`src/ebs_pkg.sv`:
```
// ebs_pkg: constants, carrier types and helpers of the external bus sizing master
// Summary of operation
// Drive the 24-bit address of the leading byte, stable while address strobe low.
// Assert address strobe half a bus clock after the cycle starts.
// Read data is captured on the last edge of the bus cycle.
// Write cycles drive all sixteen data lines regardless of size or port.
// Write data appears half a bus clock after address strobe.
// Read cycles assert data strobe together with address strobe.
// Write cycles assert data strobe one bus clock after address strobe.
// Port acknowledges end each cycle; reads capture data, writes mean data stored.
// Acknowledge pair: both high waits, lower low 8-bit, upper low 16-bit, both reserved.
// Bus fault input terminates a cycle, alone or together with acknowledges.
// Internal bus monitor can raise the bus fault termination.
// Bus fault with halt together raises a bus error exception.
// Auto-vector ends interrupt acknowledge cycles only; ignored in all others.
// Long word takes two cycles on 16-bit port, four on 8-bit port.
// External 16-bit port uses all lanes, 8-bit port only the upper lane.
// Every cycle starts assuming a 16-bit port, moving as much as possible.
// Size code gives remaining bytes; fewer may move depending on port width.
// Upper address bits give word base; lowest bit gives byte offset and steers lanes.
// Word and long-word operands at odd addresses are refused, never transferred.
// Long word through 16-bit port moves most significant word first.
// Byte lanes: odd byte on lower lane for 16-bit, upper otherwise.
// Reads ignore the duplicate lane; three-byte code only for long word to 8-bit.
// Size codes: 01 byte, 10 word, 11 three bytes, 00 long word.
// A partial cycle is followed by one with advanced address and reduced size.
package ebs_pkg;
    // bus clock runs at half of clock_i, so one bus half period is one clock cycle
    localparam int         CLK_PERIOD_NS   = 25;
    localparam int         BUS_HALF_NS     = 25;
    localparam int         BUS_HALF_CYCLES = (BUS_HALF_NS + CLK_PERIOD_NS - 1) / CLK_PERIOD_NS;
    localparam logic [1:0] SIZE_BYTE       = 2'h1;
    localparam logic [1:0] SIZE_WORD       = 2'h2;
    localparam logic [1:0] SIZE_THREE      = 2'h3;
    localparam logic [1:0] SIZE_LONG       = 2'h0;
    localparam logic [1:0] ACK_WAIT        = 2'h3;
    localparam logic [1:0] ACK_PORT8       = 2'h2;
    localparam logic [1:0] ACK_PORT16      = 2'h1;
    localparam logic [1:0] ACK_RESERVED    = 2'h0;
    localparam logic [23:0] ADDR_RESET     = 24'h000000;

    typedef struct packed {
        logic [23:0] addr;
        logic [2:0]  nbytes;
        logic        write;
        logic        iack;
        logic [31:0] wdata;
    } ebs_req_t;

    typedef struct packed {
        logic [31:0] rdata;
        logic        fault;
        logic        autovec;
        logic        misalign;
    } ebs_resp_t;

    typedef struct packed {
        logic done;
        logic port16;
        logic fault;
        logic halt_exc;
        logic autovec;
    } ebs_term_t;

    typedef enum logic [5:0] {
        ST_IDLE = 6'h01,
        ST_ADDR = 6'h02,
        ST_STRB = 6'h04,
        ST_WDAT = 6'h08,
        ST_WAIT = 6'h10,
        ST_END  = 6'h20
    } ebs_state_t;

    // size code for the bytes still to move
    function automatic logic [1:0] ebs_size_code(input logic [2:0] rem);
        case (rem)
            3'h1:    ebs_size_code = SIZE_BYTE;
            3'h2:    ebs_size_code = SIZE_WORD;
            3'h3:    ebs_size_code = SIZE_THREE;
            default: ebs_size_code = SIZE_LONG;
        endcase
    endfunction

    // bytes one cycle moves: a word only when even, at least two left and the port is 16 bits
    function automatic logic [2:0] ebs_moved(input logic [2:0] rem,
                                             input logic       a0,
                                             input logic       port16);
        ebs_moved = (!a0 && port16 && rem >= 3'h2) ? 3'h2 : 3'h1;
    endfunction
endpackage

```
`src/ebs_bus_master.sv`:
```
// ebs_bus_master: external bus master with strobes, handshake end and dynamic sizing
`timescale 1ns/1ps
module ebs_bus_master
    import ebs_pkg::*;
(
    input  wire logic        clock_i,
    input  wire logic        reset_i,
    input  wire logic        req_valid_i,
    input  wire ebs_req_t    req_i,
    output logic             req_ready_o,
    output logic             resp_valid_o,
    output ebs_resp_t        resp_o,
    output logic             exception_o,
    output logic [23:0]      address_o,
    output logic             xfer_size_code_hi_o,
    output logic             xfer_size_code_lo_o,
    output logic             read_write_o,
    output logic             address_valid_strobe_n_o,
    output logic             data_valid_strobe_n_o,
    output logic [15:0]      data_o,
    output logic             data_oe_o,
    input  wire logic [15:0] data_i,
    input  wire logic        port_ack_upper_n_i,
    input  wire logic        port_ack_lower_n_i,
    input  wire logic        bus_fault_term_n_i,
    input  wire logic        halt_n_i,
    input  wire logic        auto_vector_term_n_i,
    input  wire logic        monitor_fault_i
);
    ebs_state_t  state;
    ebs_term_t   term;
    logic [2:0]  rem;
    logic [31:0] sh;
    logic [31:0] rd;
    logic [2:0]  moved;
    logic        is_write;
    logic        is_iack;
    logic        op_long;
    logic        op_fault;
    logic        op_vec;
    logic        take;
    logic        illegal;
    logic        ending;
    logic        last;
    logic [2:0]  next_moved;
    logic [15:0] wr_word;
    logic [7:0]  rd_byte;
    logic        byte_lane_select;

    ebs_term_decode u_term (
        .port_ack_upper_n_i   (port_ack_upper_n_i),
        .port_ack_lower_n_i   (port_ack_lower_n_i),
        .bus_fault_term_n_i   (bus_fault_term_n_i),
        .halt_n_i             (halt_n_i),
        .auto_vector_term_n_i (auto_vector_term_n_i),
        .monitor_fault_i      (monitor_fault_i),
        .iack_i               (is_iack),
        .term_o               (term)
    );

    ebs_lane_mux u_lane (
        .byte0_i   (sh[31:24]),
        .byte1_i   (sh[23:16]),
        .rem_i     (rem),
        .a0_i      (byte_lane_select),
        .port16_i  (term.port16),
        .data_i    (data_i),
        .wr_word_o (wr_word),
        .rd_byte_o (rd_byte)
    );

    // request decode and cycle-end terms
    always_comb begin
        byte_lane_select = address_o[0];
        take    = (state == ST_IDLE) && req_valid_i && req_ready_o;
        illegal = !(req_i.nbytes == 3'h1 || req_i.nbytes == 3'h2 || req_i.nbytes == 3'h4)
                  || (req_i.nbytes != 3'h1 && req_i.addr[0]);
        ending  = (state == ST_WAIT) && term.done;
        last    = (rem == 3'h0) || op_fault || op_vec;
        // a faulted or auto-vectored cycle moves no operand bytes
        if (term.fault || term.autovec) begin
            next_moved = 3'h0;
        end else begin
            next_moved = ebs_moved(rem, byte_lane_select, term.port16);
        end
    end

    // sequencer: each state but ST_IDLE and ST_WAIT lasts one half bus period
    always_ff @(posedge clock_i) begin
        if (reset_i) begin
            state <= ST_IDLE;
        end else begin
            case (state)
                ST_IDLE: begin
                    if (take && !illegal) begin
                        state <= ST_ADDR;
                    end
                end
                ST_ADDR: state <= ST_STRB;
                ST_STRB: state <= is_write ? ST_WDAT : ST_WAIT;
                ST_WDAT: state <= ST_WAIT;
                ST_WAIT: begin
                    if (term.done) begin // wait states while nothing ends the cycle
                        state <= ST_END;
                    end
                end
                ST_END:  state <= last ? ST_IDLE : ST_ADDR;
                default: state <= ST_IDLE;
            endcase
        end
    end

    // ready only while idle; a refused request keeps it high
    always_ff @(posedge clock_i) begin
        if (reset_i) begin
            req_ready_o <= 1'b0;
        end else begin
            req_ready_o <= ((state == ST_IDLE) && !(take && !illegal))
                           || ((state == ST_END) && last);
        end
    end

    // operand attributes held for the whole operand
    always_ff @(posedge clock_i) begin
        if (reset_i) begin
            is_write <= 1'b0;
            is_iack  <= 1'b0;
            op_long  <= 1'b0;
        end else if (take && !illegal) begin
            is_write <= req_i.write;
            is_iack  <= req_i.iack;
            op_long  <= (req_i.nbytes == 3'h4);
        end
    end

    // address and size code: set at each cycle start, kept while strobe is low
    always_ff @(posedge clock_i) begin
        if (reset_i) begin
            address_o           <= ADDR_RESET;
            xfer_size_code_hi_o <= SIZE_LONG[1];
            xfer_size_code_lo_o <= SIZE_LONG[0];
        end else if (take && !illegal) begin
            address_o <= req_i.addr;
            {xfer_size_code_hi_o, xfer_size_code_lo_o} <= ebs_size_code(req_i.nbytes);
        end else if (state == ST_END && !last) begin
            address_o <= address_o + {21'h000000, moved};
            {xfer_size_code_hi_o, xfer_size_code_lo_o} <= ebs_size_code(rem);
        end
    end

    // direction changes only when a new operand needs the other one
    always_ff @(posedge clock_i) begin
        if (reset_i) begin
            read_write_o <= 1'b1;
        end else if (take && !illegal) begin
            read_write_o <= !req_i.write;
        end
    end

    // remaining count, left-aligned write bytes so the leading byte goes first
    always_ff @(posedge clock_i) begin
        if (reset_i) begin
            rem   <= 3'h0;
            sh    <= 32'h00000000;
            moved <= 3'h0;
        end else if (take && !illegal) begin
            rem <= req_i.nbytes;
            case (req_i.nbytes)
                3'h1:    sh <= {req_i.wdata[7:0], 24'h000000};
                3'h2:    sh <= {req_i.wdata[15:0], 16'h0000};
                default: sh <= req_i.wdata; // most significant word leads
            endcase
        end else if (ending) begin
            moved <= next_moved;
            rem   <= (term.fault || term.autovec) ? 3'h0 : rem - next_moved;
            case (next_moved)
                3'h2:    sh <= {sh[15:0], 16'h0000};
                3'h1:    sh <= {sh[23:0], 8'h00};
                default: sh <= sh;
            endcase
        end
    end

    // read assembly shifts new bytes in at the bottom, so it ends right-aligned
    always_ff @(posedge clock_i) begin
        if (reset_i) begin
            rd <= 32'h00000000;
        end else if (take && !illegal) begin
            rd <= 32'h00000000;
        end else if (ending && !is_write) begin
            case (next_moved)
                3'h2:    rd <= {rd[15:0], data_i};
                3'h1:    rd <= {rd[23:0], rd_byte};
                default: rd <= rd;
            endcase
        end
    end

    // how the operand ended
    always_ff @(posedge clock_i) begin
        if (reset_i) begin
            op_fault <= 1'b0;
            op_vec   <= 1'b0;
        end else if (take && !illegal) begin
            op_fault <= 1'b0;
            op_vec   <= 1'b0;
        end else if (ending) begin
            op_fault <= term.fault;
            op_vec   <= term.autovec && !term.fault;
        end
    end

    // address strobe half a period into the cycle, released when the cycle ends
    always_ff @(posedge clock_i) begin
        if (reset_i) begin
            address_valid_strobe_n_o <= 1'b1;
        end else if (state == ST_ADDR) begin
            address_valid_strobe_n_o <= 1'b0;
        end else if (ending) begin
            address_valid_strobe_n_o <= 1'b1;
        end
    end

    // data strobe: with the address strobe on reads, one period later on writes
    always_ff @(posedge clock_i) begin
        if (reset_i) begin
            data_valid_strobe_n_o <= 1'b1;
        end else if (state == ST_ADDR && !is_write) begin
            data_valid_strobe_n_o <= 1'b0;
        end else if (state == ST_WDAT) begin
            data_valid_strobe_n_o <= 1'b0;
        end else if (ending) begin
            data_valid_strobe_n_o <= 1'b1;
        end
    end

    // write data: one enable covers all sixteen lines
    always_ff @(posedge clock_i) begin
        if (reset_i) begin
            data_o    <= 16'h0000;
            data_oe_o <= 1'b0;
        end else if (state == ST_STRB && is_write) begin
            data_o    <= wr_word;
            data_oe_o <= 1'b1;
        end else if (ending) begin
            data_oe_o <= 1'b0;
        end
    end

    // answer: one pulse per operand, or at once for a refused one
    always_ff @(posedge clock_i) begin
        if (reset_i) begin
            resp_valid_o <= 1'b0;
            resp_o       <= '0;
        end else if (take && illegal) begin
            resp_valid_o    <= 1'b1;
            resp_o          <= '0;
            resp_o.misalign <= 1'b1;
        end else if (state == ST_END && last) begin
            resp_valid_o   <= 1'b1;
            resp_o.rdata   <= rd;
            resp_o.fault   <= op_fault;
            resp_o.autovec <= op_vec;
            resp_o.misalign <= 1'b0;
        end else begin
            resp_valid_o <= 1'b0;
        end
    end

    // exception pulse when fault and halt terminate together
    always_ff @(posedge clock_i) begin
        if (reset_i) begin
            exception_o <= 1'b0;
        end else begin
            exception_o <= ending && term.halt_exc;
        end
    end
endmodule

```
`src/ebs_term_decode.sv`:
```
// ebs_term_decode: turns the termination inputs into one cycle-end decision
`timescale 1ns/1ps
module ebs_term_decode
    import ebs_pkg::*;
(
    input  wire logic      port_ack_upper_n_i,
    input  wire logic      port_ack_lower_n_i,
    input  wire logic      bus_fault_term_n_i,
    input  wire logic      halt_n_i,
    input  wire logic      auto_vector_term_n_i,
    input  wire logic      monitor_fault_i,
    input  wire logic      iack_i,
    output ebs_term_t      term_o
);
    logic [1:0] ack;

    // reserved acknowledge pair is treated as a fault so the cycle cannot hang
    always_comb begin
        ack             = {port_ack_upper_n_i, port_ack_lower_n_i};
        term_o.fault    = !bus_fault_term_n_i || monitor_fault_i
                          || (ack == ACK_RESERVED);
        term_o.halt_exc = !bus_fault_term_n_i && !halt_n_i;
        term_o.autovec  = iack_i && !auto_vector_term_n_i;
        term_o.port16   = (ack == ACK_PORT16);
        term_o.done     = (ack != ACK_WAIT) || term_o.fault || term_o.autovec;
    end
endmodule

```
`src/ebs_lane_mux.sv`:
```
// ebs_lane_mux: byte lane routing between operand bytes and the 16-bit data bus
`timescale 1ns/1ps
module ebs_lane_mux (
    input  wire logic [7:0]  byte0_i,
    input  wire logic [7:0]  byte1_i,
    input  wire logic [2:0]  rem_i,
    input  wire logic        a0_i,
    input  wire logic        port16_i,
    input  wire logic [15:0] data_i,
    output logic      [15:0] wr_word_o,
    output logic      [7:0]  rd_byte_o
);
    // a lone byte is copied to both lanes, so either port width finds it
    always_comb begin
        if (!a0_i && rem_i >= 3'h2) begin
            wr_word_o = {byte0_i, byte1_i};
        end else begin
            wr_word_o = {byte0_i, byte0_i};
        end
        // the duplicate lane is dropped on reads
        rd_byte_o = (a0_i && port16_i) ? data_i[7:0] : data_i[15:8];
    end
endmodule

```
`config.mk`:
```
export PLATFORM = sky130hd
export DESIGN_NAME = ebs_bus_master
export DESIGN_NICKNAME = d
export VERILOG_FILES = /design/src/ebs_pkg.sv /design/src/ebs_bus_master.sv /design/src/ebs_term_decode.sv /design/src/ebs_lane_mux.sv
export SDC_FILE = /design/constraint.sdc
export NUM_CORES = 1
export LEC_CHECK = 0
export ABC_AREA = 1
export BUFFER_PORTS_ARGS = -buffer_cell sky130_fd_sc_hd__buf_2
export CAP_MARGIN = 0
export CORE_MARGIN = 2
export CORE_UTILIZATION = 50
export CTS_CLUSTER_DIAMETER = 30
export DETAILED_ROUTE_END_ITERATION = 7
export PLACE_DENSITY = 0.74
export SLEW_MARGIN = 20
export SYNTH_ARGS = -nofsm -noshare
export SYNTH_HDL_FRONTEND = slang
export SYNTH_SLANG_ARGS = --single-unit
```
`constraint.sdc`:
```
create_clock -name clock_i -period 2.55 [get_ports clock_i]
set_clock_uncertainty 0.05 [all_clocks]
set_input_delay 0.255 -clock clock_i [delete_from_list [all_inputs] [get_ports clock_i]]
set_output_delay 0.255 -clock clock_i [all_outputs]
set_load 0.05 [all_outputs]
```
# Word-level counts from Yosys, hierarchy flattened
# Index checks and enable logic that the tools add are counted.
[classes]
n_bitwise = 1
n_reduce_logical = 58
addsub = 2
eq_ne = 20
order_cmp = 1
n_mux = 35
[ops]
columns = ["operator", "n"]
rows = [
  ["32-bit one-hot mux with 2 select lines", 3],
  ["32-bit 2-to-1 mux", 2],
  ["24-bit 2-to-1 mux", 2],
  ["6-bit one-hot mux with 6 select lines", 1],
  ["24-bit by 3-bit adder with 24-bit output", 1],
  ["1-bit logical AND", 20],
  ["8-bit 2-to-1 mux", 2],
  ["3-bit by 2-bit equality test with 1-bit output (second input constant)", 5],
  ["1-bit 2-to-1 mux", 14],
  ["6-bit 2-to-1 mux", 2],
  ["2-bit one-hot mux with 3 select lines", 2],
  ["2-bit nonzero test", 6],
  ["1-bit logical NOT", 11],
  ["1-bit logical OR", 11],
  ["3-bit by 1-bit equality test with 1-bit output (second input constant)", 3],
  ["3-bit 2-to-1 mux", 3],
  ["2-bit AND reduction", 4],
  ["6-bit by 1-bit equality test with 1-bit output (second input constant)", 1],
  ["6-bit by 2-bit equality test with 1-bit output (second input constant)", 1],
  ["6-bit by 3-bit equality test with 1-bit output (second input constant)", 1],
  ["6-bit by 4-bit equality test with 1-bit output (second input constant)", 1],
  ["6-bit by 5-bit equality test with 1-bit output (second input constant)", 1],
  ["6-bit equality test (second input constant)", 1],
  ["2-bit 2-to-1 mux", 3],
  ["other kinds (13)", 16],
]
[word_totals]
in_bits = 86
regBits = 164
word_cells = 141
out_inout_bits = 84

# Longest topological paths before layout
# Gate-level depths: netlist (run 1).
[logic_depth]
depth_word = 10
mapped_depth = 16
ltp_nobuf = 14

# Cells and area by module
# From an unflattened synthesis (run 1), not the netlist that was laid out.
[unflattened]
hier_cells = 1269
hier_area_um2 = 8444.3
[modules_own_cells]
columns = ["mod", "seq_area_each_um2", "area_each_um2", "n_inst", "cells_per_inst"]
rows = [
  ["ebs_bus_master", 3263.1, 8077.7, 1, 1193],
  ["ebs_lane_mux", 0.0, 316.6, 1, 64],
  ["ebs_term_decode", 0.0, 50.0, 1, 12],
]

# Worst setup path after synthesis (run 1)
# No wires, ideal clock.
[synth_timing]
path_type = "register -> register"
startpoint = "reg rem[1]"
endpoint = "reg rem[1]"
stages_incl_launch_ff = 15
arrival_time_ns = 2.038
setup_slack_ns = 0.334
required_time_ns = 2.372
n_path_buf = 2
period_less_slack_ns = 2.216
setup_ns = 0.128
cell_sequence = "dfxtp_1 > inv_1 > nand2_2 > nand4_1 > nand2_2 > inv_2 > buf_4 > buf_4 > ha_1 > inv_1 > fa_1 > inv_1 > o21ai_0 > nor2_1 > nor2_1"
[synth_via]
elab_chain_cells = 8
[synth_rtl]
columns = ["element", "line_no", "source"]
rows = [
  ["from (decl)", "ebs_bus_master.sv:32", "logic [2:0] rem;"],
  ["from (signal assigned)", "ebs_bus_master.sv:167", "rem <= req_i.nbytes;"],
  ["from (signal assigned)", "ebs_bus_master.sv:175", "rem <= (term.fault || term.autovec) ? 3'h0 : rem - next_moved;"],
  ["3-bit by 2-bit >= comparator with 1-bit output", "ebs_pkg.sv:88", "ebs_moved = (!a0 && port16 && rem >= 3'h2) ? 3'h2 : 3'h1;"],
  ["1-bit logical AND", "ebs_pkg.sv:88", ""],
  ["2-bit 2-to-1 mux", "ebs_pkg.sv:88", ""],
  ["2-bit 2-to-1 mux", "ebs_bus_master.sv:81", "if (term.fault || term.autovec) begin"],
  ["named net next_moved[0]", "ebs_bus_master.sv:45", "logic [2:0] next_moved;"],
  ["3-bit subtractor", "ebs_bus_master.sv:175", ""],
  ["3-bit 2-to-1 mux", "ebs_bus_master.sv:175", ""],
  ["3-bit 2-to-1 mux", "ebs_bus_master.sv:173", "end else if (ending) begin"],
  ["3-bit 2-to-1 mux", "ebs_bus_master.sv:166", "end else if (take && !illegal) begin"],
]
# The timed path passes the listed nets, and every way through them passes these cells. The select of a mux whose other input is x is not followed.
# A chain may end at the register's enable or synchronous reset.

# Worst setup path in the final report (run 1)
[layout_timing]
startpoint = "reg address_o[0]"
endpoint = "reg address_o[14]"
[layout_via]
elab_chain_cells = 3
[layout_rtl]
columns = ["element", "line_no", "source"]
rows = [
  ["from (decl)", "ebs_bus_master.sv:14", "output logic [23:0] address_o,"],
  ["from (signal assigned)", "ebs_bus_master.sv:143", "address_o <= req_i.addr;"],
  ["from (signal assigned)", "ebs_bus_master.sv:146", "address_o <= address_o + {21'h000000, moved};"],
  ["24-bit by 3-bit adder with 24-bit output", "ebs_bus_master.sv:146", ""],
  ["24-bit 2-to-1 mux", "ebs_bus_master.sv:145", "end else if (state == ST_END && !last) begin"],
  ["24-bit 2-to-1 mux", "ebs_bus_master.sv:142", "end else if (take && !illegal) begin"],
]
# No other way between the ends. The select of a mux whose other input is x is not followed.

==> flow_metrics.tcl, run 1 <==
set metrics [dict create \
    status "finished, final reports clean" \
    number_of_global_route_vias_before_repair 7912 \
    grt_pass1_wl_um 38800 \
    numPortBuffers 169 \
    area_share_of_fa_ha_maj_cells_after_synthesis 0.00931 \
    worstSkewPairLatency_ns 0.44 \
    detail_route.vias_per_cell 5.16 \
    core_region_area_um2 16400 \
    maximum_number_of_pins_on_one_net_before_global_route_repair 38 \
    synth_area_leader "dfxtp_1" \
    post_synth_net_total 1379 \
    detail_route.wirelength_um 24000 \
    final.fill_count 1669 \
    critical_path_required_ns 2.84 \
    synth_top_family_by_area "simple AND/OR/NAND/NOR gates" \
    finalSetupViolCount 0 \
    grt_util_all_layers 0.271 \
    clock-sinks 163 \
    mean_cell_area_of_the_mapped_netlist_um2 6.47 \
    cellLeakagePower_nw 4.64 \
    post_synth_num_cell_types 38 \
    worstSetupEndpointType "register" \
    clk_pin_slew_worst_paths_ns 0.07 \
    worst-endpoint-arrival_ns 2.51 \
    fp.dieH_um 133 \
    post_synth_edffs 0 \
    fmax_ghz 0.450 \
    postSynth.asyncResetShare 0 \
    cts-resized-gates 0 \
    rows 47 \
    post-cts-setup-buffer-count 0 \
    areaGrowthSynthToFinish_pct 19.5 \
    start_util 0.508 \
    timing_worst_setup_path_type "reg -> reg" \
    synth-seq-cells 163 \
    rsz0062_at_grt "no" \
    max-vdd-ir-drop_uv 506 \
    synthSimpleGateAreaFrac 0.383 \
    final_net_count 1526 \
    largest_fanout_on_the_critical_path 6 \
    setup_total_negative_slack_ns 0 \
    synth.top_cell.area_share 0.392 \
    place_congestion 0.897 \
    power-per-cell-area_nw_per_um2 583 \
    synth-compound-area-share 0.115 \
    slowest_stage "fa_1" \
    post_synth_main_area_contributors "dfxtp_1 39%, nand2_1 18%, nand3_1 8.2%, nor2_1 6.9%, o21ai_0 5.2%" \
    antenna_found_initial 1 \
    report.final.hold_viol_count 0 \
    number_of_cts_inserted_buffers 17 \
    floorplan.die.width_um 133 \
    post_synth_most_frequent_cells "391 x nand2_1, 163 x dfxtp_1, 153 x nor2_1" \
    route.antenna.remaining_nets 0 \
    post_synth_inst_count 1288 \
    pin_count 170 \
    die_area_um2 17700 \
    cts-htree-levels 4 \
    congestion_overflow_gr 0 \
    place.detailed.hpwl_um 17100 \
    layout_min_cycle_time_ns 2.22 \
    route.detailed.drc 0 \
    tritoncts "yes" \
    slew_violations 0 \
    detailroute.via_count 8607 \
    hold_path_class "in -> reg" \
    routedWlPerCell_um 14.4 \
    cts_root_buffer "clkbuf_16" \
    slowest_delay_ns 0.40 \
    yosysSeqAreaShare 0.392 \
    detail_route.first_pass.iterations 6 \
    maxCapViolCount 0 \
    max_slew.worst_pin.slew_ns 0.653 \
    1st_iter_drt_viols 633 \
    period_share 0.871 \
    netlist_area_um2 8330 \
    hold_slack_ns 0.0421 \
    post_synth_mux_area_share 0 \
    path_cells "ha_1 -> inv_1 -> fa_1 -> nor2_1 -> nand3_1 -> nor2_1 -> nand3b_1 -> nand2_1 -> nand3_1 -> nand2_1 -> inv_1" \
    hold_buffers 2 \
    max_slew_margin 0.562 \
    synth_most_common_cell "nand2_1" \
    yosys_warnings 0 \
    fraction_of_synthesized_cell_area_in_xor_and_xnor_cells 0.00631 \
    final_layout_size_suffix_gt1_frac 0.187 \
    synthFlopType "dfxtp_1" \
    timing.critical_path.from_type "register" \
    clock_path_buffers 2 \
]
-- cell type report --
type / instances / area, um2 / area share
multi-input cells: 939 / 4280 / 0.430
well taps: 220 / 275 / 0.0277
repair buffers: 196 / 1070 / 0.107
flip-flops and latches: 163 / 3260 / 0.328
clock inverters: 12 / 183 / 0.0184
diodes: 1 / 2.50 / 0.000251
inverters: 118 / 443 / 0.0445
clock buffers: 19 / 443 / 0.0445
-- cells in the final DEF, fill, tap and decap left out, types with 6 or more instances in the layout --
master	Yosys	layout
nand2_1	391	391
buf_2	31	169
dfxtp_1	163	163
nor2_1	153	153
nand3_1	136	136
inv_1	104	104
o21ai_0	86	86
a21oi_1	65	65
buf_4	8	24
clkbuf_16	0	17
o21ai_1	15	15
nand3b_1	14	14
inv_2	13	13
a31oi_1	12	12
nand4_1	10	10
or2_2	8	8
nor2_2	7	7
nor2_4	7	7
nand2_2	6	6
-- metrics by stage --
stage	total power, mW	setup WS (ns)	instance area [um2]	util	instances
after floorplan	2.96	0.334	8330	-	1288
after global placement	3.12	0.357	9310	0.567	1634
after detailed placement	3.12	0.298	9310	0.567	1634
after CTS	5.83	0.340	9950	0.606	1667
after global routing	6.00	0.0811	9950	0.607	1668
final	5.81	0.329	9950	0.607	1668
-- flip-flops by register name, summed over array words and instances (netlist names), 2 cells and up --
signal and cells:
rd 32, rem 3, data_o 16, state 6
resp_o 35, sh 32, moved 2, address_o 24
-- worst max-delay path, delay by kind of cell, from the launching register on --
family	cells	cell delay, ns
and+or+nand+nor	7	0.99
adders and majority gates	2	0.61
DFF	1	0.38
buffers and inverters	2	0.10
-- where the power goes --
group	total (mW)	internal, mW	leakage, nW	switching (mW)
registers	2.60	2.58	1.32	0.0275
clock network	2.73	1.66	0.295	1.07
logic	0.470	0.156	3.03	0.314
-- routing by layer --
metal  wire length, um  vias to the layer above  global-route usage  part of all wire
li1                  -                     4404                   -                 -
met1             10700                     3893               0.352              0.45
met2             11400                      273               0.453              0.48
met3              1360                       37              0.0464             0.057
met4               535                        0               0.102             0.022
met5                 0                        -                   0                 0
-- logic make-up after synthesis --
logic type,count (synthesis)
flip-flops,163
adder cells (fa/ha/maj),5
buffers and inverters,186
AND/OR/NAND/NOR,743
XOR/XNOR,6
AO/OA/AOI/OAI,185
-- final timing paths --
| kind | startpoint | to | slack [ns] | cells after the start |
|---|---|---|---|---|
| worst max-delay path | address_o[0]$_SDFFE_PP0P_ | address_o[14]$_SDFFE_PP0P_ | 0.33 | 11 |
| worst max register to register | address_o[0]$_SDFFE_PP0P_ | address_o[14]$_SDFFE_PP0P_ | 0.33 | 11 |
| worst min-delay path | req_i[3] | sh[3]$_SDFFE_PP0P_ | 0.04 | 3 |
| worst min register to register | resp_o[30]$_SDFFE_PP0P_ | resp_o[30]$_SDFFE_PP0P_ | 0.41 | 2 |
No activity file was read; power rests on OpenSTA's default activity.
==> inputs of run 2 (changes only) <==
- BUFFER_PORTS_ARGS: -buffer_cell sky130_fd_sc_hd__buf_2 -> not set
- DONT_BUFFER_PORTS: not set -> 1
- PLACE_DENSITY: 0.74 -> not set
==> run 2 against run 1 <==
Hold slack got worse by 0.034 ns. Non-clock buffer count shrank 115. Final area decreased by 3.9%. First-iteration DRC count fell by 16%. Largest cell class unchanged.
==> flow_metrics.tcl, run 2 (synthesized netlist as in run 1, its figures left out) <==
set metrics [dict create \
    setup_total_negative_slack_ns 0 \
    met2_usage 0.448 \
    grt_util_all_layers 0.269 \
    number_of_global_route_vias_before_repair 7399 \
    congestion_overflow_gr 0 \
    pin_count 170 \
    hold_path_class "in -> reg" \
    detailroute.via_count 8086 \
    grt_pass1_wl_um 38200 \
    timing.rr.start "address_o[0]$_SDFFE_PP0P_" \
    post-cts-setup-buffer-count 0 \
    busiest_layer "met2" \
    ff2ff_path_depth 10 \
    power-per-cell-area_nw_per_um2 568 \
    start_util 0.508 \
    worst-r2r-setup-slack_ns 0.25 \
    slew_violations 0 \
    worstSkewPairLatency_ns 0.43 \
    tritoncts "yes" \
    finalSetupViolCount 0 \
    placed_cell_area_um2 8620 \
    final_net_count 1411 \
    timing_worst_setup_path_type "reg -> reg" \
    route.detailed.drc 0 \
    final.setup.worst_slack_ns 0.255 \
    maximum_number_of_pins_on_one_net_before_global_route_repair 59 \
    place_congestion 0.835 \
    timing.critical_path.from_type "register" \
    clock-sinks 163 \
    detail_route.vias_per_cell 5.21 \
    clock_path_buffers 2 \
    1st_iter_drt_viols 532 \
    number_of_cts_inserted_buffers 17 \
    cts-resized-gates 0 \
    route.antenna.remaining_nets 0 \
    final_layout_size_suffix_gt1_frac 0.0908 \
    antenna_found_initial 0 \
    clk_pin_slew_worst_paths_ns 0.07 \
    max_slew.worst_pin.slew_ns 0.620 \
    period_share 0.900 \
    rsz0062_at_grt "no" \
    rows 47 \
    detail_route.wirelength_um 23900 \
    max-vdd-ir-drop_uv 475 \
    timing.hold.worst_path_depth 4 \
    core_region_area_um2 16400 \
    worstSetupEndpointType "register" \
    gr-usage-met3 0.0586 \
    cts_root_buffer "clkbuf_16" \
    final.fill_count 1640 \
    areaGrowthSynthToFinish_pct 14.9 \
    detail_route.first_pass.iterations 8 \
    report.final.hold_viol_count 0 \
    most-common-layout-cells "391 x nand2_1, 163 x dfxtp_1, 153 x nor2_1, 136 x nand3_1, 104 x inv_1" \
    maxCapViolCount 0 \
    most_common_library_cell_in_the_layout_ignoring_fill_and_taps "nand2_1" \
    fmax_ghz 0.436 \
    largest_fanout_on_the_critical_path 6 \
    insertedDiodeCount 0 \
    register_bank_with_the_most_flops "resp_o" \
    fp.dieH_um 133 \
    cts-htree-levels 4 \
    hold_buffers 39 \
    status "finished, final reports clean" \
    critical_path_required_ns 2.83 \
    worst-endpoint-arrival_ns 2.57 \
    cellLeakagePower_nw 4.09 \
    place.detailed.hpwl_um 16500 \
    detailedPlace.worstSlack_ns 0.309 \
    hold_slack_ns 0.00860 \
    floorplan.die.width_um 133 \
    worst_setup_path_startpoint "address_o[0]$_SDFFE_PP0P_" \
    critPathCapture "address_o[12]$_SDFFE_PP0P_" \
    top_regs "resp_o: 35 flops, rd: 32 flops, sh: 32 flops" \
    routedWlPerCell_um 15.4 \
    max_slew_margin 0.586 \
    grt.met1_usage 0.354 \
    numPortBuffers 0 \
    final_cell_area_um2 9570 \
    r2r-end "address_o[12]$_SDFFE_PP0P_" \
    layout_min_cycle_time_ns 2.30 \
    die_area_um2 17700 \
    max_ffs_per_register 35 \
]
-- run 2: changes by cell type in the layout (fill, tap and decap cells not counted), sizes merged, moves of 3 or more --
cell         change
inv              +4
bufinv           -4
clkinv           +3
dlygate4sd3     +36
buf            -151
-- run 2: power by group --
part           leakage, nW  total (mW)  internal [mW]  switching, mW
logic                 2.51       0.430          0.149          0.280
clock network        0.267        2.39           1.28           1.11
registers             1.32        2.61           2.58         0.0371
total                 4.09        5.44           4.01           1.43
-- run 2: metrics by stage --
stage | cells | total power [mW] | util
final | 1553 | 5.44 | 0.583
after global placement | 1482 | 3.03 | 0.526
after floorplan | 1288 | 2.96 | -
after global routing | 1553 | 5.61 | 0.583
after detailed placement | 1482 | 3.04 | 0.526
after CTS | 1553 | 5.47 | 0.583
-- run 2: layer usage --
| metal | share of wire | wire length, um | vias to the layer above |
|---|---|---|---|
| met5 | 0 | 0 | - |
| met4 | 0.012 | 293 | 0 |
| met3 | 0.055 | 1320 | 25 |
| met2 | 0.48 | 11400 | 222 |
| met1 | 0.46 | 10900 | 3660 |
| li1 | - | - | 4179 |
-- run 2: worst min path at each step --
stage / from / endpoint / slack, ns
global route: req_i[11] / sh[11]$_SDFFE_PP0P_ / 0.03
floorplan: bus_fault_term_n_i / exception_o$_SDFF_PP0_ / 0.28
finish: req_i[54] / address_o[17]$_SDFFE_PP0P_ / 0.009
CTS: data_i[8] / rd[8]$_SDFFE_PP0P_ / 0.0001
detailed placement: reset_i / address_o[4]$_SDFFE_PP0P_ / 0.28
global placement: reset_i / address_o[0]$_SDFFE_PP0P_ / 0.28
-- run 2: cell type report --
cell class	count	area, um2	share of cell area
Inverter	118	443	0.0463
Clock inverter	14	105	0.0110
Clock buffer	18	439	0.0459
Multi-Input combinational cell	939	4280	0.447
Tap cell	220	275	0.0288
Sequential cell	163	3260	0.341
Timing Repair Buffer	81	766	0.0800
-- run 2: critical path, cell delays in order, from the launching register on --
cell,delay [ns]
dfxtp_1,0.39
ha_1,0.22
inv_1,0.06
fa_1,0.40
nor2_1,0.17
nand3_1,0.14
nor2_1,0.38
nand2_1,0.10
nand3_1,0.08
nand3_1,0.08
and2_1,0.13
==> inputs of run 3 (changes only) <==
- CTS_CLUSTER_DIAMETER: 30 -> not set
- SYNTH_HIERARCHICAL: not set -> 1
==> run 3 against run 2 <==
Final area increased by 0.26%. Setup slack improved by 0.055 ns. Clock-buffer cell count grew 1. Clock power rose by 4%. First-iteration DRC count is 25% higher. Critical endpoint is now rem[1]$_SDFFE_PP0P_. Highest routed layer unchanged. Critical path depth up 2.
==> flow_metrics.tcl, run 3 <==
set metrics [dict create \
    status "finished, final reports clean" \
    postSynth.asyncResetShare 0 \
    worstSetupEndpointType "register" \
    numPortBuffers 0 \
    critical_path_required_ns 2.82 \
    max_slew.worst_pin.slew_ns 0.594 \
    number_of_global_route_vias_before_repair 7595 \
    top_regs "resp_o: 35 flops, rd: 32 flops, sh: 32 flops" \
    most-common-layout-cells "417 x nand2_1, 163 x dfxtp_1, 140 x nor2_1, 102 x nand3_1" \
    max-vdd-ir-drop_uv 531 \
    antenna_found_initial 1 \
    gr-usage-met3 0.0654 \
    report.final.hold_viol_count 0 \
    multi_input_comb_area_um2 4410 \
    grt_util_all_layers 0.286 \
    busiest_layer "met2" \
    detail_route.wirelength_um 25300 \
    finalSetupViolCount 0 \
    regArea_um2 3260 \
    layout_min_cycle_time_ns 2.24 \
    maximum_number_of_pins_on_one_net_before_global_route_repair 66 \
    slew_violations 0 \
    core_region_area_um2 16500 \
    grt_pass1_wl_um 40500 \
    synthFlopType "dfxtp_1" \
    clk_pin_slew_worst_paths_ns 0.07 \
    route.detailed.drc 0 \
    rows 47 \
    worstSkewPairLatency_ns 0.43 \
    hold_slack_ns 0.0144 \
    stdcell_count 1528 \
    clock_path_buffers 2 \
    largest_fanout_on_the_critical_path 11 \
    rsz0062_at_grt "no" \
    start_util 0.511 \
    max_slew_margin 0.604 \
    mean_cell_area_of_the_mapped_netlist_um2 6.65 \
    final.fill_count 1645 \
    detail_route.vias_per_cell 5.37 \
    hold_path_class "in -> reg" \
    cellLeakagePower_nw 3.91 \
    timing_worst_setup_path_type "reg -> reg" \
    routedWlPerCell_um 16.5 \
    cts-htree-levels 4 \
    post_synth_most_frequent_cells "418 x nand2_1, 163 x dfxtp_1, 140 x nor2_1" \
    cts_root_buffer "clkbuf_16" \
    detail_route.first_pass.iterations 5 \
    final_cell_area_um2 9590 \
    tritoncts "yes" \
    post_synth_net_total 1360 \
    route.antenna.remaining_nets 0 \
    detailroute.via_count 8208 \
    max_ffs_per_register 35 \
    worst-endpoint-arrival_ns 2.51 \
    detailedPlace.worstSlack_ns 0.303 \
    post_synth_num_cell_types 45 \
    grt.met1_usage 0.364 \
    maxCapViolCount 0 \
    yosys_warnings 6 \
    floorplan.die.width_um 134 \
    post_synth_inst_count 1269 \
    pin_count 170 \
    timing.critical_path.from_type "register" \
    most_common_library_cell_in_the_layout_ignoring_fill_and_taps "nand2_1" \
    number_of_cts_inserted_buffers 17 \
    register_bank_with_the_most_flops "resp_o" \
    die_area_um2 17900 \
    place_congestion 0.880 \
    cell_total_after_placement 1461 \
    congestion_overflow_gr 0 \
    place.detailed.hpwl_um 17300 \
    netlist_area_um2 8440 \
    yosysSeqAreaShare 0.386 \
    power-per-cell-area_nw_per_um2 577 \
    areaGrowthSynthToFinish_pct 13.6 \
    final.setup.worst_slack_ns 0.310 \
    clock-sinks 163 \
    synth.top_cell.area_share 0.386 \
    setup_total_negative_slack_ns 0 \
    1st_iter_drt_viols 664 \
    synth_area_leader "dfxtp_1" \
    fp.dieH_um 134 \
    synth_most_common_cell "nand2_1" \
    met2_usage 0.474 \
    fmax_ghz 0.446 \
    final_layout_size_suffix_gt1_frac 0.108 \
    post_synth_edffs 0 \
    placed_cell_area_um2 8670 \
    synth-seq-cells 163 \
    post_synth_main_area_contributors "dfxtp_1 39%, nand2_1 19%, nor2_1 6.2%, nand3_1 6.0%, a21oi_1 4.9%" \
    cts-resized-gates 0 \
    final_net_count 1385 \
    period_share 0.878 \
]
[run 3: cell types whose count changed in the layout (fill, tap and decap cells not counted), moves of 9 or more]
cell / delta
o21ai_0: -15
inv_1: -21
nand2_1: +26
o21ai_1: -14
nand4_1: +9
nand3_1: -34
a21oi_1: +18
nor2_1: -13
a211oi_2: +11
[run 3: cell families after synthesis]
| kind of cell | after synthesis | share of synthesized area |
|---|---|---|
| AOI/OAI and AO/OA | 199 | 0.140 |
| xor gates and xnor gates | 8 | 0.00830 |
| adders and majority gates | 5 | 0.00919 |
| and+or+nand+nor | 725 | 0.364 |
| buffers and inverters | 169 | 0.0920 |
| DFF | 163 | 0.386 |
[run 3: worst paths after layout]
check	start	end	slack, ns	cells past startpoint
worst max register to register	address_o[0]$_SDFFE_PP0P_	rem[1]$_SDFFE_PP0P_	0.31	12
worst max-delay path	address_o[0]$_SDFFE_PP0P_	rem[1]$_SDFFE_PP0P_	0.31	12
worst min-delay path	req_i[60]	address_o[23]$_SDFFE_PP0P_	0.01	4
worst min register to register	rd[26]$_SDFFE_PP0P_	rd[26]$_SDFFE_PP0P_	0.41	2
[run 3: what timing repair did]
item,4_1_cts,5_1_grt
hold endpoints to repair,54,0
hold buffers,34,0
buffers inserted,0,0
[run 3: through the flow]
stage	total power, mW	util
finish	5.53	0.581
CTS	5.57	0.580
global placement	3.04	0.525
floorplan	2.96	-
detailed placement	3.04	0.525
global route	5.75	0.581
[run 3: area by class of cell]
| cell class | instances | area share |
|---|---|---|
| Clock buffer | 19 | 0.0462 |
| Multi-Input combinational cell | 937 | 0.459 |
| Antenna cell | 1 | 0.000261 |
| Clock inverter | 13 | 0.0134 |
| Sequential cell | 163 | 0.340 |
| Inverter | 97 | 0.0385 |
| Tap cell | 220 | 0.0287 |
| Timing Repair Buffer | 78 | 0.0736 |
[run 3: power breakdown]
part / internal, mW / switching, mW / total (mW)
clock network: 1.38 / 1.10 / 2.49
registers: 2.58 / 0.0406 / 2.62
logic: 0.142 / 0.290 / 0.432
total: 4.10 / 1.43 / 5.53
[run 3: worst max-delay path: stages (launching register included)]
cell,delay (ns)
dfxtp_1,0.36
buf_4,0.21
nor2_1,0.07
nand2_1,0.29
nand2_2,0.14
inv_2,0.08
ha_1,0.13
inv_1,0.04
fa_1,0.43
nand2_1,0.08
o21ai_0,0.07
a21oi_1,0.13
nor2_1,0.05
[run 3: layer usage]
layer,share of wire,routed length [um],vias up
met5,0,0,-
met4,0.024,619,0
met3,0.076,1920,41
met2,0.47,11900,292
met1,0.43,10800,3739
li1,-,-,4136
